File: config.mk
export PLATFORM = sky130hd
export DESIGN_NAME = result_route_top
export DESIGN_NICKNAME = d
export VERILOG_FILES = /design/src/hw/result_route_pkg.sv /design/src/hw/conv_req_if.sv /design/src/hw/result_route_top.sv /design/src/hw/conv_arbiter.sv /design/src/hw/result_store.sv
export VERILOG_INCLUDE_DIRS = /design/src /design/src/hw
export SDC_FILE = /design/constraint.sdc
export NUM_CORES = 2
export LEC_CHECK = 0
export BUFFER_PORTS_ARGS = -buffer_cell sky130_fd_sc_hd__buf_2
export CORE_MARGIN = 4
export CORE_UTILIZATION = 60
export CTS_CLUSTER_SIZE = 12
export DETAILED_ROUTE_END_ITERATION = 6
export PLACE_DENSITY = 0.88
export SLEW_MARGIN = 20
export SYNTH_ARGS = -nofsm -noshare
export SYNTH_HDL_FRONTEND = slang
export SYNTH_HIERARCHICAL = 1
export SYNTH_SLANG_ARGS = --single-unit
export TNS_END_PERCENT = 30
File: constraint.sdc
create_clock -name clk_sys_i -period 6.91 [get_ports clk_sys_i]
set_input_delay 0.691 -clock clk_sys_i [delete_from_list [all_inputs] [get_ports clk_sys_i]]
set_output_delay 0.691 -clock clk_sys_i [all_outputs]
set_load 0.005 [all_outputs]
File: src/hw/result_route_map.svh
// register offsets, field positions and reset values for the result/event routing block
// assumes: included by the package and the design modules; definitions only
`ifndef RESULT_ROUTE_MAP_SVH
`define RESULT_ROUTE_MAP_SVH
// word offsets on the register bus (byte address = index * 4)
`define OFS_EVENT_ROUTE_CH8_11    8'h9c
`define OFS_EVENT_ROUTE_CH12_15   8'h9e
`define OFS_CHANNEL_SUBST         8'ha0
`define OFS_CHANNEL_FLAGS         8'h90
`define OFS_CHANNEL_FLAGS_CLR     8'h92
`define OFS_EVENT_FLAGS           8'h94
`define OFS_EVENT_FLAGS_CLR       8'h96
`define OFS_RESULT_ROUTE_LOW      8'ha4
`define OFS_RESULT_ROUTE_HIGH     8'ha6
`define OFS_VALID_FLAGS           8'ha8
`define OFS_RESULT_CTRL_BASE      8'hb0
`define OFS_CH_CTRL_BASE          8'h20
`define OFS_STD_VIEW_BASE         8'h40
`define OFS_ACC_VIEW_BASE         8'h50
`define OFS_DBG_VIEW_BASE         8'h60
`define OFS_ACC_DBG_VIEW_BASE     8'h70
// field layout
`define ROUTE_MASK                16'h3333
`define SUBST_MASK                16'h1f1f
`define SUBST_RESET               16'h0100
`define SUBST_ZERO_LSB            0
`define SUBST_ONE_LSB             8
`define CH_CTRL_MASK              16'h7fff
`define CH_TARGET_LSB             12
`define RES_CTRL_MASK             16'h0031
`define RES_CTRL_HOLD_BIT         0
`define RES_CTRL_REDUCE_LSB       4
`define STD_CHAN_LSB              12
`define STD_RESULT_LSB            2
`define ACC_OVF_LSB               12
`define RESULT_EVENT_LSB          8
`define RESULT_MSB                11
`endif

File: src/hw/result_route_pkg.sv
// shared types of the result handling and event routing block
// assumes: map header defines offsets and fields
package result_route_pkg;
  `include "result_route_map.svh"
  typedef enum logic [1:0] {
    CONV_IDLE = 2'b00,
    CONV_RUN  = 2'b01
  } conv_state_type;
  typedef logic [15:0] word_type;
endpackage

File: src/hw/conv_req_if.sv
// request/answer bundle between the control core and the request arbiter
// assumes: single clock, same domain on both sides
interface conv_req_if;
  logic [15:0] pend;
  logic [15:0] gate_ok;
  logic        grant;
  logic [3:0]  grant_ch;
  logic        abort;
  modport core (output gate_ok, input pend, output abort, input grant, input grant_ch);
  modport arb  (input gate_ok, input pend, input abort, output grant, output grant_ch);
endinterface

File: src/hw/result_route_top.sv
// What this block does
// - route code 0..3 sends a channel event to service request line 0..3
// - route fields sit at 1:0, 5:4, 9:8, 13:12; gap bits read zero
// - channel 0 request drives the input mux with its substitute number
// - channel 1 request drives the input mux with its substitute number
// - all other actions and the sync request use the requested channel
// - each channel's target pointer picks the result register; sharing allowed
// - one valid flag per result register marks new unread data
// - unreduced result sits with msb at 11; every store sets valid and event
// - reduced view shows overflow at 13:12; valid and event only at sequence end
// - clearing views clear valid
// - debug views return the same value without touching valid
// - standard view includes channel number and clears valid
// - accumulated view omits channel, clears valid; its debug twin does not
// - hold-until-read blocks requests while valid or already converting it
// - under hold-until-read next request waits for the read-out
// - a started conversion to the same held register is not aborted
// - higher request to another register cancels and later repeats the lower
// - result event or written one sets the event flag; zero does nothing
// - writing one to the clear register clears the matching event flag
// - result events and flag writes pulse the selected service request line
// - result register 0..7 events sit at event flag positions 8..15
// - channel 8..15 events and flag writes pulse the selected service request line
// - standard view: result at 11:2, channel number at 15:12
//
// top of the result handling and event routing block, avalon-mm slave
// assumes: converter answers conv_done_i once per start, in order
`include "result_route_map.svh"
module result_route_top
  import result_route_pkg::*;
(
  input  wire logic        clk_sys_i,
  input  wire logic        rst_n_i,
  input  wire logic [7:0]  avs_address,
  input  wire logic        avs_read,
  input  wire logic        avs_write,
  input  wire logic [31:0] avs_writedata,
  output logic [31:0]      avs_readdata,
  output logic             avs_waitrequest,
  input  wire logic [15:0] conv_pend_i,
  input  wire logic [15:0] chan_event_i,
  input  wire logic        conv_done_i,
  input  wire logic [9:0]  conv_data_i,
  output logic             conv_start_o,
  output logic             conv_abort_o,
  output logic [3:0]       mux_sel_o,
  output logic [3:0]       conv_chan_o,
  output logic             sync_req_o,
  output logic [3:0]       service_request_line_o
);
  typedef struct packed {
    logic [15:0]     route8;
    logic [15:0]     route12;
    logic [15:0]     subst;
    logic [15:0]     ch_flags;
    logic [15:0]     ev_flags;
    logic [15:0]     ev_route_lo;
    logic [15:0]     ev_route_hi;
    logic [15:0][15:0] ch_ctrl;
    logic [7:0][5:0] res_ctrl;
    conv_state_type  cs;
    logic [3:0]      cur_ch;
    logic [2:0]      cur_tgt;
    logic            start;
    logic            abort;
    logic [3:0]      mux;
    logic            sync;
    logic [3:0]      srl;
    logic [31:0]     rdata;
    logic            ack;
  } st_type;
  st_type r_r, r_nxt;

  conv_req_if req_if ();
  conv_arbiter arb_u (.port_a(req_if));

  logic [7:0]       store_v;
  logic [7:0]       clr_v;
  logic [7:0][15:0] std_v;
  logic [7:0][15:0] acc_v;
  logic [7:0]       valid_v;
  logic [7:0]       rev_v;
  logic [15:0]      hold_ok;

  function automatic logic [2:0] target_of(input logic [15:0] ctrl);
    target_of = ctrl[`CH_TARGET_LSB +: 3];
  endfunction

  function automatic logic [1:0] route_code(input logic [15:0] reg_v, input logic [1:0] idx);
    route_code = reg_v[{idx, 2'b00} +: 2];
  endfunction

  function automatic logic [3:0] onehot4(input logic [1:0] code);
    onehot4 = 4'h1 << code;
  endfunction

  genvar g;
  generate
    for (g = 0; g < 8; g++) begin : res_g
      result_store rs_u (
        .clk_sys_i (clk_sys_i),
        .rst_n_i   (rst_n_i),
        .store_i   (store_v[g]),
        .data_i    (conv_data_i),
        .chan_i    (r_r.cur_ch),
        .reduce_i  (r_r.res_ctrl[g][`RES_CTRL_REDUCE_LSB +: 2]),
        .clr_i     (clr_v[g]),
        .std_o     (std_v[g]),
        .acc_o     (acc_v[g]),
        .valid_o   (valid_v[g]),
        .event_o   (rev_v[g])
      );
    end
  endgenerate

  logic        acc_go;
  logic [7:0]  a_idx;
  logic [2:0]  view_n;
  logic        in_std;
  logic        in_acc;
  logic        in_dbg;
  logic        in_adbg;
  assign acc_go  = (avs_read || avs_write) && !r_r.ack;
  assign a_idx   = avs_address;
  assign view_n  = a_idx[3:1];
  assign in_std  = (a_idx & 8'hf0) == `OFS_STD_VIEW_BASE;
  assign in_acc  = (a_idx & 8'hf0) == `OFS_ACC_VIEW_BASE;
  assign in_dbg  = (a_idx & 8'hf0) == `OFS_DBG_VIEW_BASE;
  assign in_adbg = (a_idx & 8'hf0) == `OFS_ACC_DBG_VIEW_BASE;

  // only the clearing views strip valid; debug views leave it
  always_comb begin
    clr_v   = 8'h00;
    store_v = 8'h00;
    if (acc_go && avs_read && (in_std || in_acc) && !a_idx[0]) begin
      clr_v[view_n] = 1'b1;
    end
    if (r_r.cs == CONV_RUN && conv_done_i) begin
      store_v[r_r.cur_tgt] = 1'b1;
    end
  end

  // a channel may start only if its held target is empty and not being filled
  always_comb begin
    for (int i = 0; i < 16; i++) begin
      logic [2:0] t;
      t = target_of(r_r.ch_ctrl[i]);
      hold_ok[i] = !r_r.res_ctrl[t][`RES_CTRL_HOLD_BIT]
                   || (!valid_v[t] && !(r_r.cs == CONV_RUN && r_r.cur_tgt == t));
    end
  end
  assign req_if.pend    = conv_pend_i;
  assign req_if.gate_ok = hold_ok;
  assign req_if.abort   = 1'b0;

  always_comb begin
    logic [15:0] wd;
    logic [15:0] ch_set;
    logic [7:0]  rd_sel;
    logic [2:0]  gtgt;
    wd     = avs_writedata[15:0];
    ch_set = 16'h0000;
    rd_sel = 8'h00;
    gtgt   = target_of(r_r.ch_ctrl[req_if.grant_ch]);
    r_nxt  = r_r;
    r_nxt.start = 1'b0;
    r_nxt.abort = 1'b0;
    r_nxt.srl   = 4'h0;
    r_nxt.ack   = 1'b0;
    if (acc_go) begin
      r_nxt.ack   = 1'b1;
      r_nxt.rdata = 32'h0000_0000;
      if (avs_write) begin
        unique case (a_idx)
          `OFS_EVENT_ROUTE_CH8_11:  r_nxt.route8 = wd & `ROUTE_MASK;
          `OFS_EVENT_ROUTE_CH12_15: r_nxt.route12 = wd & `ROUTE_MASK;
          `OFS_CHANNEL_SUBST:       r_nxt.subst = wd & `SUBST_MASK;
          `OFS_CHANNEL_FLAGS:       ch_set = wd;
          `OFS_EVENT_FLAGS:         rd_sel = wd[`RESULT_EVENT_LSB +: 8];
          `OFS_RESULT_ROUTE_LOW:    r_nxt.ev_route_lo = wd & `ROUTE_MASK;
          `OFS_RESULT_ROUTE_HIGH:   r_nxt.ev_route_hi = wd & `ROUTE_MASK;
          default: begin
            if ((a_idx & 8'he0) == `OFS_CH_CTRL_BASE && !a_idx[0]) begin
              r_nxt.ch_ctrl[a_idx[4:1]] = wd & `CH_CTRL_MASK;
            end else if ((a_idx & 8'hf0) == `OFS_RESULT_CTRL_BASE && !a_idx[0]) begin
              r_nxt.res_ctrl[view_n] = {wd[5:4], 3'b000, wd[0]};
            end
          end
        endcase
      end else begin
        unique case (a_idx)
          `OFS_EVENT_ROUTE_CH8_11:  r_nxt.rdata[15:0] = r_r.route8;
          `OFS_EVENT_ROUTE_CH12_15: r_nxt.rdata[15:0] = r_r.route12;
          `OFS_CHANNEL_SUBST:       r_nxt.rdata[15:0] = r_r.subst;
          `OFS_CHANNEL_FLAGS:       r_nxt.rdata[15:0] = r_r.ch_flags;
          `OFS_EVENT_FLAGS:         r_nxt.rdata[15:0] = r_r.ev_flags;
          `OFS_RESULT_ROUTE_LOW:    r_nxt.rdata[15:0] = r_r.ev_route_lo;
          `OFS_RESULT_ROUTE_HIGH:   r_nxt.rdata[15:0] = r_r.ev_route_hi;
          `OFS_VALID_FLAGS:         r_nxt.rdata[7:0] = valid_v;
          default: begin
            if ((in_std || in_dbg) && !a_idx[0]) begin
              r_nxt.rdata[15:0] = std_v[view_n];
            end else if ((in_acc || in_adbg) && !a_idx[0]) begin
              r_nxt.rdata[15:0] = acc_v[view_n];
            end else if ((a_idx & 8'he0) == `OFS_CH_CTRL_BASE && !a_idx[0]) begin
              r_nxt.rdata[15:0] = r_r.ch_ctrl[a_idx[4:1]];
            end else if ((a_idx & 8'hf0) == `OFS_RESULT_CTRL_BASE && !a_idx[0]) begin
              r_nxt.rdata[15:0] = {10'h000, r_r.res_ctrl[view_n][5:4], 3'b000, r_r.res_ctrl[view_n][0]};
            end
          end
        endcase
      end
    end
    // channel events 8..15: set wins over clear; pulse the routed line
    for (int c = 8; c < 16; c++) begin
      if (chan_event_i[c] || ch_set[c]) begin
        r_nxt.srl = r_nxt.srl | onehot4(route_code(c < 12 ? r_r.route8 : r_r.route12, c[1:0]));
      end
    end
    if (acc_go && avs_write && a_idx == `OFS_CHANNEL_FLAGS_CLR) begin
      r_nxt.ch_flags = r_nxt.ch_flags & ~wd;
    end
    r_nxt.ch_flags = r_nxt.ch_flags | chan_event_i | ch_set;
    // result events land at flag positions 8..15
    for (int k = 0; k < 8; k++) begin
      if (rev_v[k] || rd_sel[k]) begin
        r_nxt.srl = r_nxt.srl | onehot4(route_code(k < 4 ? r_r.ev_route_lo : r_r.ev_route_hi, k[1:0]));
      end
    end
    if (acc_go && avs_write && a_idx == `OFS_EVENT_FLAGS_CLR) begin
      r_nxt.ev_flags = r_nxt.ev_flags & ~wd;
    end
    r_nxt.ev_flags[`RESULT_EVENT_LSB +: 8] = r_nxt.ev_flags[`RESULT_EVENT_LSB +: 8] | rev_v | rd_sel;
    // conversion sequencing
    unique case (r_r.cs)
      CONV_IDLE: begin
        if (req_if.grant) begin
          r_nxt.cs      = CONV_RUN;
          r_nxt.cur_ch  = req_if.grant_ch;
          r_nxt.cur_tgt = gtgt;
          r_nxt.start   = 1'b1;
          r_nxt.sync    = r_r.ch_ctrl[req_if.grant_ch][7];
          unique case (req_if.grant_ch)
            4'h0:    r_nxt.mux = r_r.subst[`SUBST_ZERO_LSB +: 4];
            4'h1:    r_nxt.mux = r_r.subst[`SUBST_ONE_LSB +: 4];
            default: r_nxt.mux = req_if.grant_ch;
          endcase
        end
      end
      CONV_RUN: begin
        if (conv_done_i) begin
          r_nxt.cs   = CONV_IDLE;
          r_nxt.sync = 1'b0;
        end else if (req_if.grant && req_if.grant_ch > r_r.cur_ch && gtgt != r_r.cur_tgt) begin
          r_nxt.cs    = CONV_IDLE;
          r_nxt.abort = 1'b1;
          r_nxt.sync  = 1'b0;
        end
        // same target: the running conversion stays
      end
      default: r_nxt.cs = CONV_IDLE;
    endcase
  end

  always_ff @(posedge clk_sys_i) begin
    if (!rst_n_i) begin
      r_r       <= '0;
      r_r.subst <= `SUBST_RESET;
    end else begin
      r_r <= r_nxt;
    end
  end

  assign avs_readdata           = r_r.rdata;
  assign avs_waitrequest        = !r_r.ack;
  assign conv_start_o           = r_r.start;
  assign conv_abort_o           = r_r.abort;
  assign mux_sel_o              = r_r.mux;
  assign conv_chan_o            = r_r.cur_ch;
  assign sync_req_o             = r_r.sync;
  assign service_request_line_o = r_r.srl;
endmodule

File: src/hw/conv_arbiter.sv
// picks the highest numbered gated pending channel as the next conversion
// assumes: pend and gate_ok driven by the core on the same clock
module conv_arbiter (
  conv_req_if.arb port_a
);
  always_comb begin
    port_a.grant    = 1'b0;
    port_a.grant_ch = 4'h0;
    for (int i = 0; i < 16; i++) begin
      if (port_a.pend[i] && port_a.gate_ok[i]) begin
        port_a.grant    = 1'b1;
        port_a.grant_ch = i[3:0];
      end
    end
  end
endmodule

File: src/hw/result_store.sv
// one result register: data, channel, valid flag and reduction counter
// assumes: store and clear strobes come from the core on the same clock
module result_store
  import result_route_pkg::*;
(
  input  wire logic        clk_sys_i,
  input  wire logic        rst_n_i,
  input  wire logic        store_i,
  input  wire logic [9:0]  data_i,
  input  wire logic [3:0]  chan_i,
  input  wire logic [1:0]  reduce_i,
  input  wire logic        clr_i,
  output logic [15:0]      std_o,
  output logic [15:0]      acc_o,
  output logic             valid_o,
  output logic             event_o
);
  typedef struct packed {
    logic [13:0] acc;
    logic [3:0]  chan;
    logic [1:0]  cnt;
    logic        valid;
    logic        ev;
  } st_type;
  st_type r, nxt;
  logic [13:0] sample;
  assign sample = {2'b00, data_i, 2'b00};
  always_comb begin
    nxt    = r;
    nxt.ev = 1'b0;
    if (clr_i) begin
      nxt.valid = 1'b0;
    end
    if (store_i) begin
      nxt.chan = chan_i;
      if (reduce_i == 2'b00) begin
        nxt.acc   = sample;
        nxt.valid = 1'b1;
        nxt.ev    = 1'b1;
      end else if (r.cnt == 2'b00) begin
        nxt.acc = sample;
        nxt.cnt = reduce_i;
      end else begin
        nxt.acc = r.acc + sample;
        nxt.cnt = r.cnt - 2'b01;
        if (r.cnt == 2'b01) begin
          nxt.valid = 1'b1;
          nxt.ev    = 1'b1;
        end
      end
    end
  end
  always_ff @(posedge clk_sys_i) begin
    if (!rst_n_i) r <= '0;
    else r <= nxt;
  end
  assign std_o   = {r.chan, r.acc[11:2], 2'b00};
  assign acc_o   = {2'b00, r.acc};
  assign valid_o = r.valid;
  assign event_o = r.ev;
endmodule

# Yosys cells after proc, flatten, opt, wreduce, memory -nomap -nowiden
# Cells that the tools add are included.
# classes
reduce_logical,199
muxes,223
n_lt_le_gt_ge,24
shift,16
n_eq_ne,45
bitwise,34
add_sub_neg,16
# ops
cell,count
binary-select mux 6 bit (select 3 bit),17
bitwise mux 256 bit,1
2-to-1 mux 14 bit,16
2-to-1 mux 16 bit,13
binary-select mux 16 bit (select 4 bit),2
one-hot mux 8 bit (8 select lines),2
adder 14 x 12 -> 14 bit,8
binary-select mux 16 bit (select 3 bit),2
2-to-1 mux 4 bit,24
2-to-1 mux 2 bit,44
"== test 8 bit, second input constant",10
"less-than comparator 3 x 4 -> 1 bit, second input constant",18
logical AND 1 bit,65
demux 16 bit (select 4 bit),1
2-to-1 mux 1 bit,64
"<< shifter 1 x 2 -> 4 bit, first input constant",16
OR 4 bit,15
zero test 1 bit,50
binary-select mux 1 bit (select 3 bit),16
bitwise mux 48 bit,1
== test 3 bit,16
2-to-1 mux 8 bit,5
AND reduction 2 bit,19
logical OR 1 bit,36
35 further kinds,96
# totals
wordCells,639
register_bits,591
inputBits,87
out_inout_bits,48

# Longest topological paths before layout
# depth
depth_word,36
depth_mapped,20
mapped_depth_nobuf,17

# Hierarchy
# The synthesis kept the hierarchy.
# by_module_without_submodules
mod,area_per_inst_um2,cells_per_inst,seq_area_each_um2,n_inst
result_route_top,23342.4,2574,7487.2,1
result_store,1632.8,200,400.4,8
conv_arbiter,232.7,38,0.0,1

# Worst setup path before layout
# OpenSTA, ideal clock, no wires.
# synth_timing
kind,reg2reg
startpoint,reg r_r[45] (netlist bit)
endpoint,"reg r_r, in the netlist sync_req_o"
arrival_time_ps,3974
path_stages_with_launch,16
synth_period_minus_slack_ps,4091
setup_slack_ps,2819
required_ps,6793
path_buffers,5
setup_ps,117
path_cell_list,dfxtp_1 clkbuf_1 clkbuf_1 clkbuf_1 a41oi_1 a211o_1 a22oi_1 nand3_1 o211ai_1 buf_2 buf_2 mux4_2 mux4_2 nand2_1 o31ai_1 a22o_1
# synth_between
word_cells_on_any_way,138
cone_classes,order compare (1); eq/ne (19); mux (35); reduce/logical (83)
# synth_lines
item,line_no,source
"start, declared",result_route_top.sv:72,"st_type r_r, r_nxt;"
"start signal, assigned",result_route_top.sv:270,r_r <= r_nxt;
== test 3 bit *,result_route_top.sv:149,|| (!valid_v[t] && !(r_r.cs == CONV_RUN && r_r.cur_tgt == t));
logical AND 1 bit *,result_route_top.sv:149,
zero test 1 bit *,result_route_top.sv:149,
logical AND 1 bit *,result_route_top.sv:149,
logical OR 1 bit *,result_route_top.sv:148,hold_ok[i] = !r_r.res_ctrl[t][`RES_CTRL_HOLD_BIT]
named net hold_ok[12],result_route_top.sv:83,logic [15:0] hold_ok;
logical AND 1 bit *,conv_arbiter.sv:10,if (port_a.pend[i] && port_a.gate_ok[i]) begin
2-to-1 mux 4 bit * (4 in series),conv_arbiter.sv:10,
named net req_if.grant_ch[0],conv_req_if.sv:7,logic [3:0] grant_ch;
binary-select mux 16 bit (select 4 bit),"result_route_top.sv:164, result_route_top.sv:242",
2-to-1 mux 15 bit (implied by the code),result_route_top.sv:242,r_nxt.sync = r_r.ch_ctrl[req_if.grant_ch][7];
inequality test 3 bit,result_route_top.sv:254,end else if (req_if.grant && req_if.grant_ch > r_r.cur_ch && gtgt != r_r.cur_tgt) begin
logical AND 1 bit,result_route_top.sv:254,
inequality test 3 x 2 -> 1 bit (no source line),--,
AND reduction 3 bit (no source line),--,
# The timed path passes the listed nets; every way through them passes the cells marked *. The select of a mux whose other input is x is not followed.
# A chain may end at the register's enable or synchronous reset.

# Worst setup path in the final report
# layout_timing
startpoint,reg r_r[44] (netlist bit)
endpoint,reg r_r[51] (netlist bit)
# layout_between
word_cells_on_any_way,136
cone_classes,order compare (1); eq/ne (19); mux (33); reduce/logical (83)
# layout_lines
item,line_no,source
== test 3 bit *,result_route_top.sv:149,
logical AND 1 bit *,result_route_top.sv:149,
zero test 1 bit *,result_route_top.sv:149,
logical AND 1 bit *,result_route_top.sv:149,
logical OR 1 bit *,result_route_top.sv:148,
named net hold_ok[8],result_route_top.sv:83,
logical AND 1 bit *,conv_arbiter.sv:10,
2-to-1 mux 4 bit * (8 in series),conv_arbiter.sv:10,
named net req_if.grant_ch[0],conv_req_if.sv:7,
binary-select mux 16 bit (select 4 bit),result_route_top.sv:164,gtgt = target_of(r_r.ch_ctrl[req_if.grant_ch]);
2-to-1 mux 15 bit,--,
inequality test 3 bit,result_route_top.sv:254,
logical AND 1 bit *,result_route_top.sv:254,
inequality test 3 x 2 -> 1 bit (no source line) *,--,
AND reduction 2 bit (no source line) *,--,
# Marks and branches as above.

==> impl_metrics.ini <==
[layout]
stdcell_area_mm2 = 0.0370
fillers = 4739
final_cells = 4657
area_growth_pct = 1.08
final_common_cell = nand2_1
drive_above_1_share_pct = 14.5
multi_input_area_mm2 = 0.0222
final_cell_mix = 564 x nand2_1, 534 x dfxtp_1, 317 x nor2_1
regArea_mm2 = 0.0107
final_nets = 4017

[global_route]
grt_pass1_vias = 31300
grt_max_degree = 223
grtUsageTotal_pct = 34.1
antenna_found_initial = 10
grt_pass1_wl_um = 176000
grt-ovfl-total = 0

[critical_path]
cp-end-kind = flip-flop
crit_required_ns = 7.50
arrival_ns = 6.13
worstSetupStartpointType = flip-flop
crit_fanout = 14
crit_type = flip-flop to flip-flop

[floorplanning]
rows = 90
io_pins = 135
initial_utilization_pct = 60.7
die_area_mm2 = 0.0651
die_y_um = 255
chipWidth_um = 255
core_mm2 = 0.0604

[power_and_ir_drop]
power_w = 0.00737
leakage_nw = 13.3
peakVddDrop_mv = 0.203
powerDensity_mw_per_mm2 = 199

[cts]
post-cts-setup-buffers = 0
clk_latency_ns = 0.66
root_buffer = clkbuf_16
clock-sinks = 534
cts.clk_slew.worst_paths_ns = 0.06
ctsHoldBuffers = 0
clockBufferDepth = 3
cts_made_buffers = 58
h-tree-depth = 2
cts_resized = 0
cts_tree = yes

[synthesis]
ys_ff_latch = 534
synthCells = 4212
synth_flop_cell = dfxtp_1
synth-edff-count = 0
yosysWarnings = 6
synth_seq_area_share_pct = 29.2
netlist_area_mm2 = 0.0366
avgSynthCellArea_um2 = 8.70
synthArstFlopShare_pct = 0
yosysUniqueCellTypes = 91

[sta]
post-route-min-period_ns = 5.55
rsz0062_at_grt = no
setup_tns_ns = 0
finalClockSkew_ns = 0.0380
worst_pin_slew_ns = 1.25
max_freq_ghz = 0.180
timing.final.crit_share_pct = 80.3
slew_viol_final = 0
worst_slack_ns = 1.36
relSlewSlack_pct = 16.0
report.final.hold_viol_count = 0
finalSetupViolations = 0

[routing]
drc = 15
vias_per_cell = 7.12
drt_wl_total_um = 115000
wl_per_cell_um = 24.8
vias = 33100
ant_nets = 0
highest_layer = met5
firstDrtPassIters = 7
wl_met2_um = 49900
drtIter0Drc = 5057
route.met3.wl_um = 16700
drt-met1-wl_um = 40400

[place]
placed_cells = 4560
place.gp.congestion = 1.01
place_area_mm2 = 0.0351
port_buffers = 102
detailed_place_hpwl_um = 74700
place_ws_ns = 1.81

[outcome]
violations = DRC
status = finished with violations

[flow_run]
max-cap-violations = 0

[worst_hold_path]
min_path_type = input port to flip-flop
-- power breakdown --
group / switching [W] / total, W / internal (W)
combinational: 0.000679 / 0.00105 / 0.000373
sequential: 0.0000729 / 0.00321 / 0.00313
clock: 0.00135 / 0.00311 / 0.00176
-- worst paths after layout --
check / startpoint / end / slack, ns / cells past startpoint
hold / removal: chan_event_i[3] / r_r[408] / 0.31 / 3
setup / recovery: r_r[44] / r_r[51] / 1.36 / 15
setup reg to reg: r_r[44] / r_r[51] / 1.36 / 15
hold reg to reg: r_r[393] / r_r[393] / 0.44 / 2
-- critical path, stage by stage, from the launching register on --
cell and delay (ns):
dfxtp_1 0.92, buf_4 0.41, xnor2_1 0.16, nand2_1 0.08
nor3_1 0.26, o21ai_0 0.16, o21a_1 0.30, nand3_1 0.11
nand3_1 0.07, o211ai_1 0.84, buf_4 0.37, mux4_2 0.56
mux2i_1 0.44, xor2_1 0.16, nor3_1 0.39, a2bb2oi_1 0.21
-- final cells by class --
class,count,share of cell area [%]
clock inverter,18,0.662
clock buffer,76,4.40
timing repair buffer,159,2.62
sequential,534,28.9
inverter,86,0.892
multi-input combinational,2999,59.9
antenna,3,0.0203
tap,782,2.64
-- registers in the layout, summed over array words and instances (netlist names) --
register	count
res_g.rs_u/acc_o	96
res_g.rs_u/r	16
res_g.rs_u/event_o	8
avs_readdata	16
mux_sel_o	4
res_g.rs_u/valid_o	8
sync_req_o	1
r_r	343
res_g.rs_u/std_o	32
conv_start_o	1
conv_chan_o	4
conv_abort_o	1
service_request_line_o	4
-- per-stage QoR --
stage | hold WS [ns] | util (%)
4_1_cts | 0.297 | 61.3
3_5_place_dp | 0.421 | 58.2
2_1_floorplan | 0.412 | -
3_3_place_gp | 0.419 | 58.2
5_1_grt | 0.307 | 61.3
6_report | 0.314 | 61.4
-- cells by family after synthesis --
group	share of synthesized area, %
simple gates	16.4
xor+xnor	1.51
buf+inv	11.0
flops	29.2
other cells	0.0922
mux	20.2
compound gates	18.3
fa+ha+maj	3.31
-- cell usage after synthesis (all sizes together), types with 17 or more instances --
cell type | instances | area [um2]
nor2b | 34 | 213
xor2 | 35 | 307
nor3b | 30 | 230
o21ai | 166 | 835
nand4 | 34 | 219
nand3 | 131 | 661
a21o | 32 | 250
and3 | 27 | 169
o21bai | 17 | 158
a31oi | 57 | 357
nand2 | 566 | 2130
o22ai | 46 | 288
xnor2 | 28 | 245
a221oi | 29 | 254
ha | 84 | 1050
a211oi | 52 | 430
mux2i | 242 | 2420
dfxtp | 534 | 10700
buf | 395 | 2760
inv | 85 | 319
a22oi | 21 | 171
a311oi | 17 | 149
clkbuf | 253 | 951
mux4 | 212 | 4770
a21oi | 303 | 1550
o21a | 29 | 218
o211ai | 63 | 473
nand3b | 34 | 255
nor3 | 53 | 265
nor2 | 336 | 1310
-- metal layers --
| metal | up-vias | GRT usage [%] |
|---|---|---|
| met5 | - | 0 |
| met4 | 10 | 20.5 |
| met3 | 680 | 11.7 |
| met2 | 2536 | 51.6 |
| met1 | 15700 | 42.3 |
| li1 | 14200 | - |
Power figures use the tool's default switching activity.
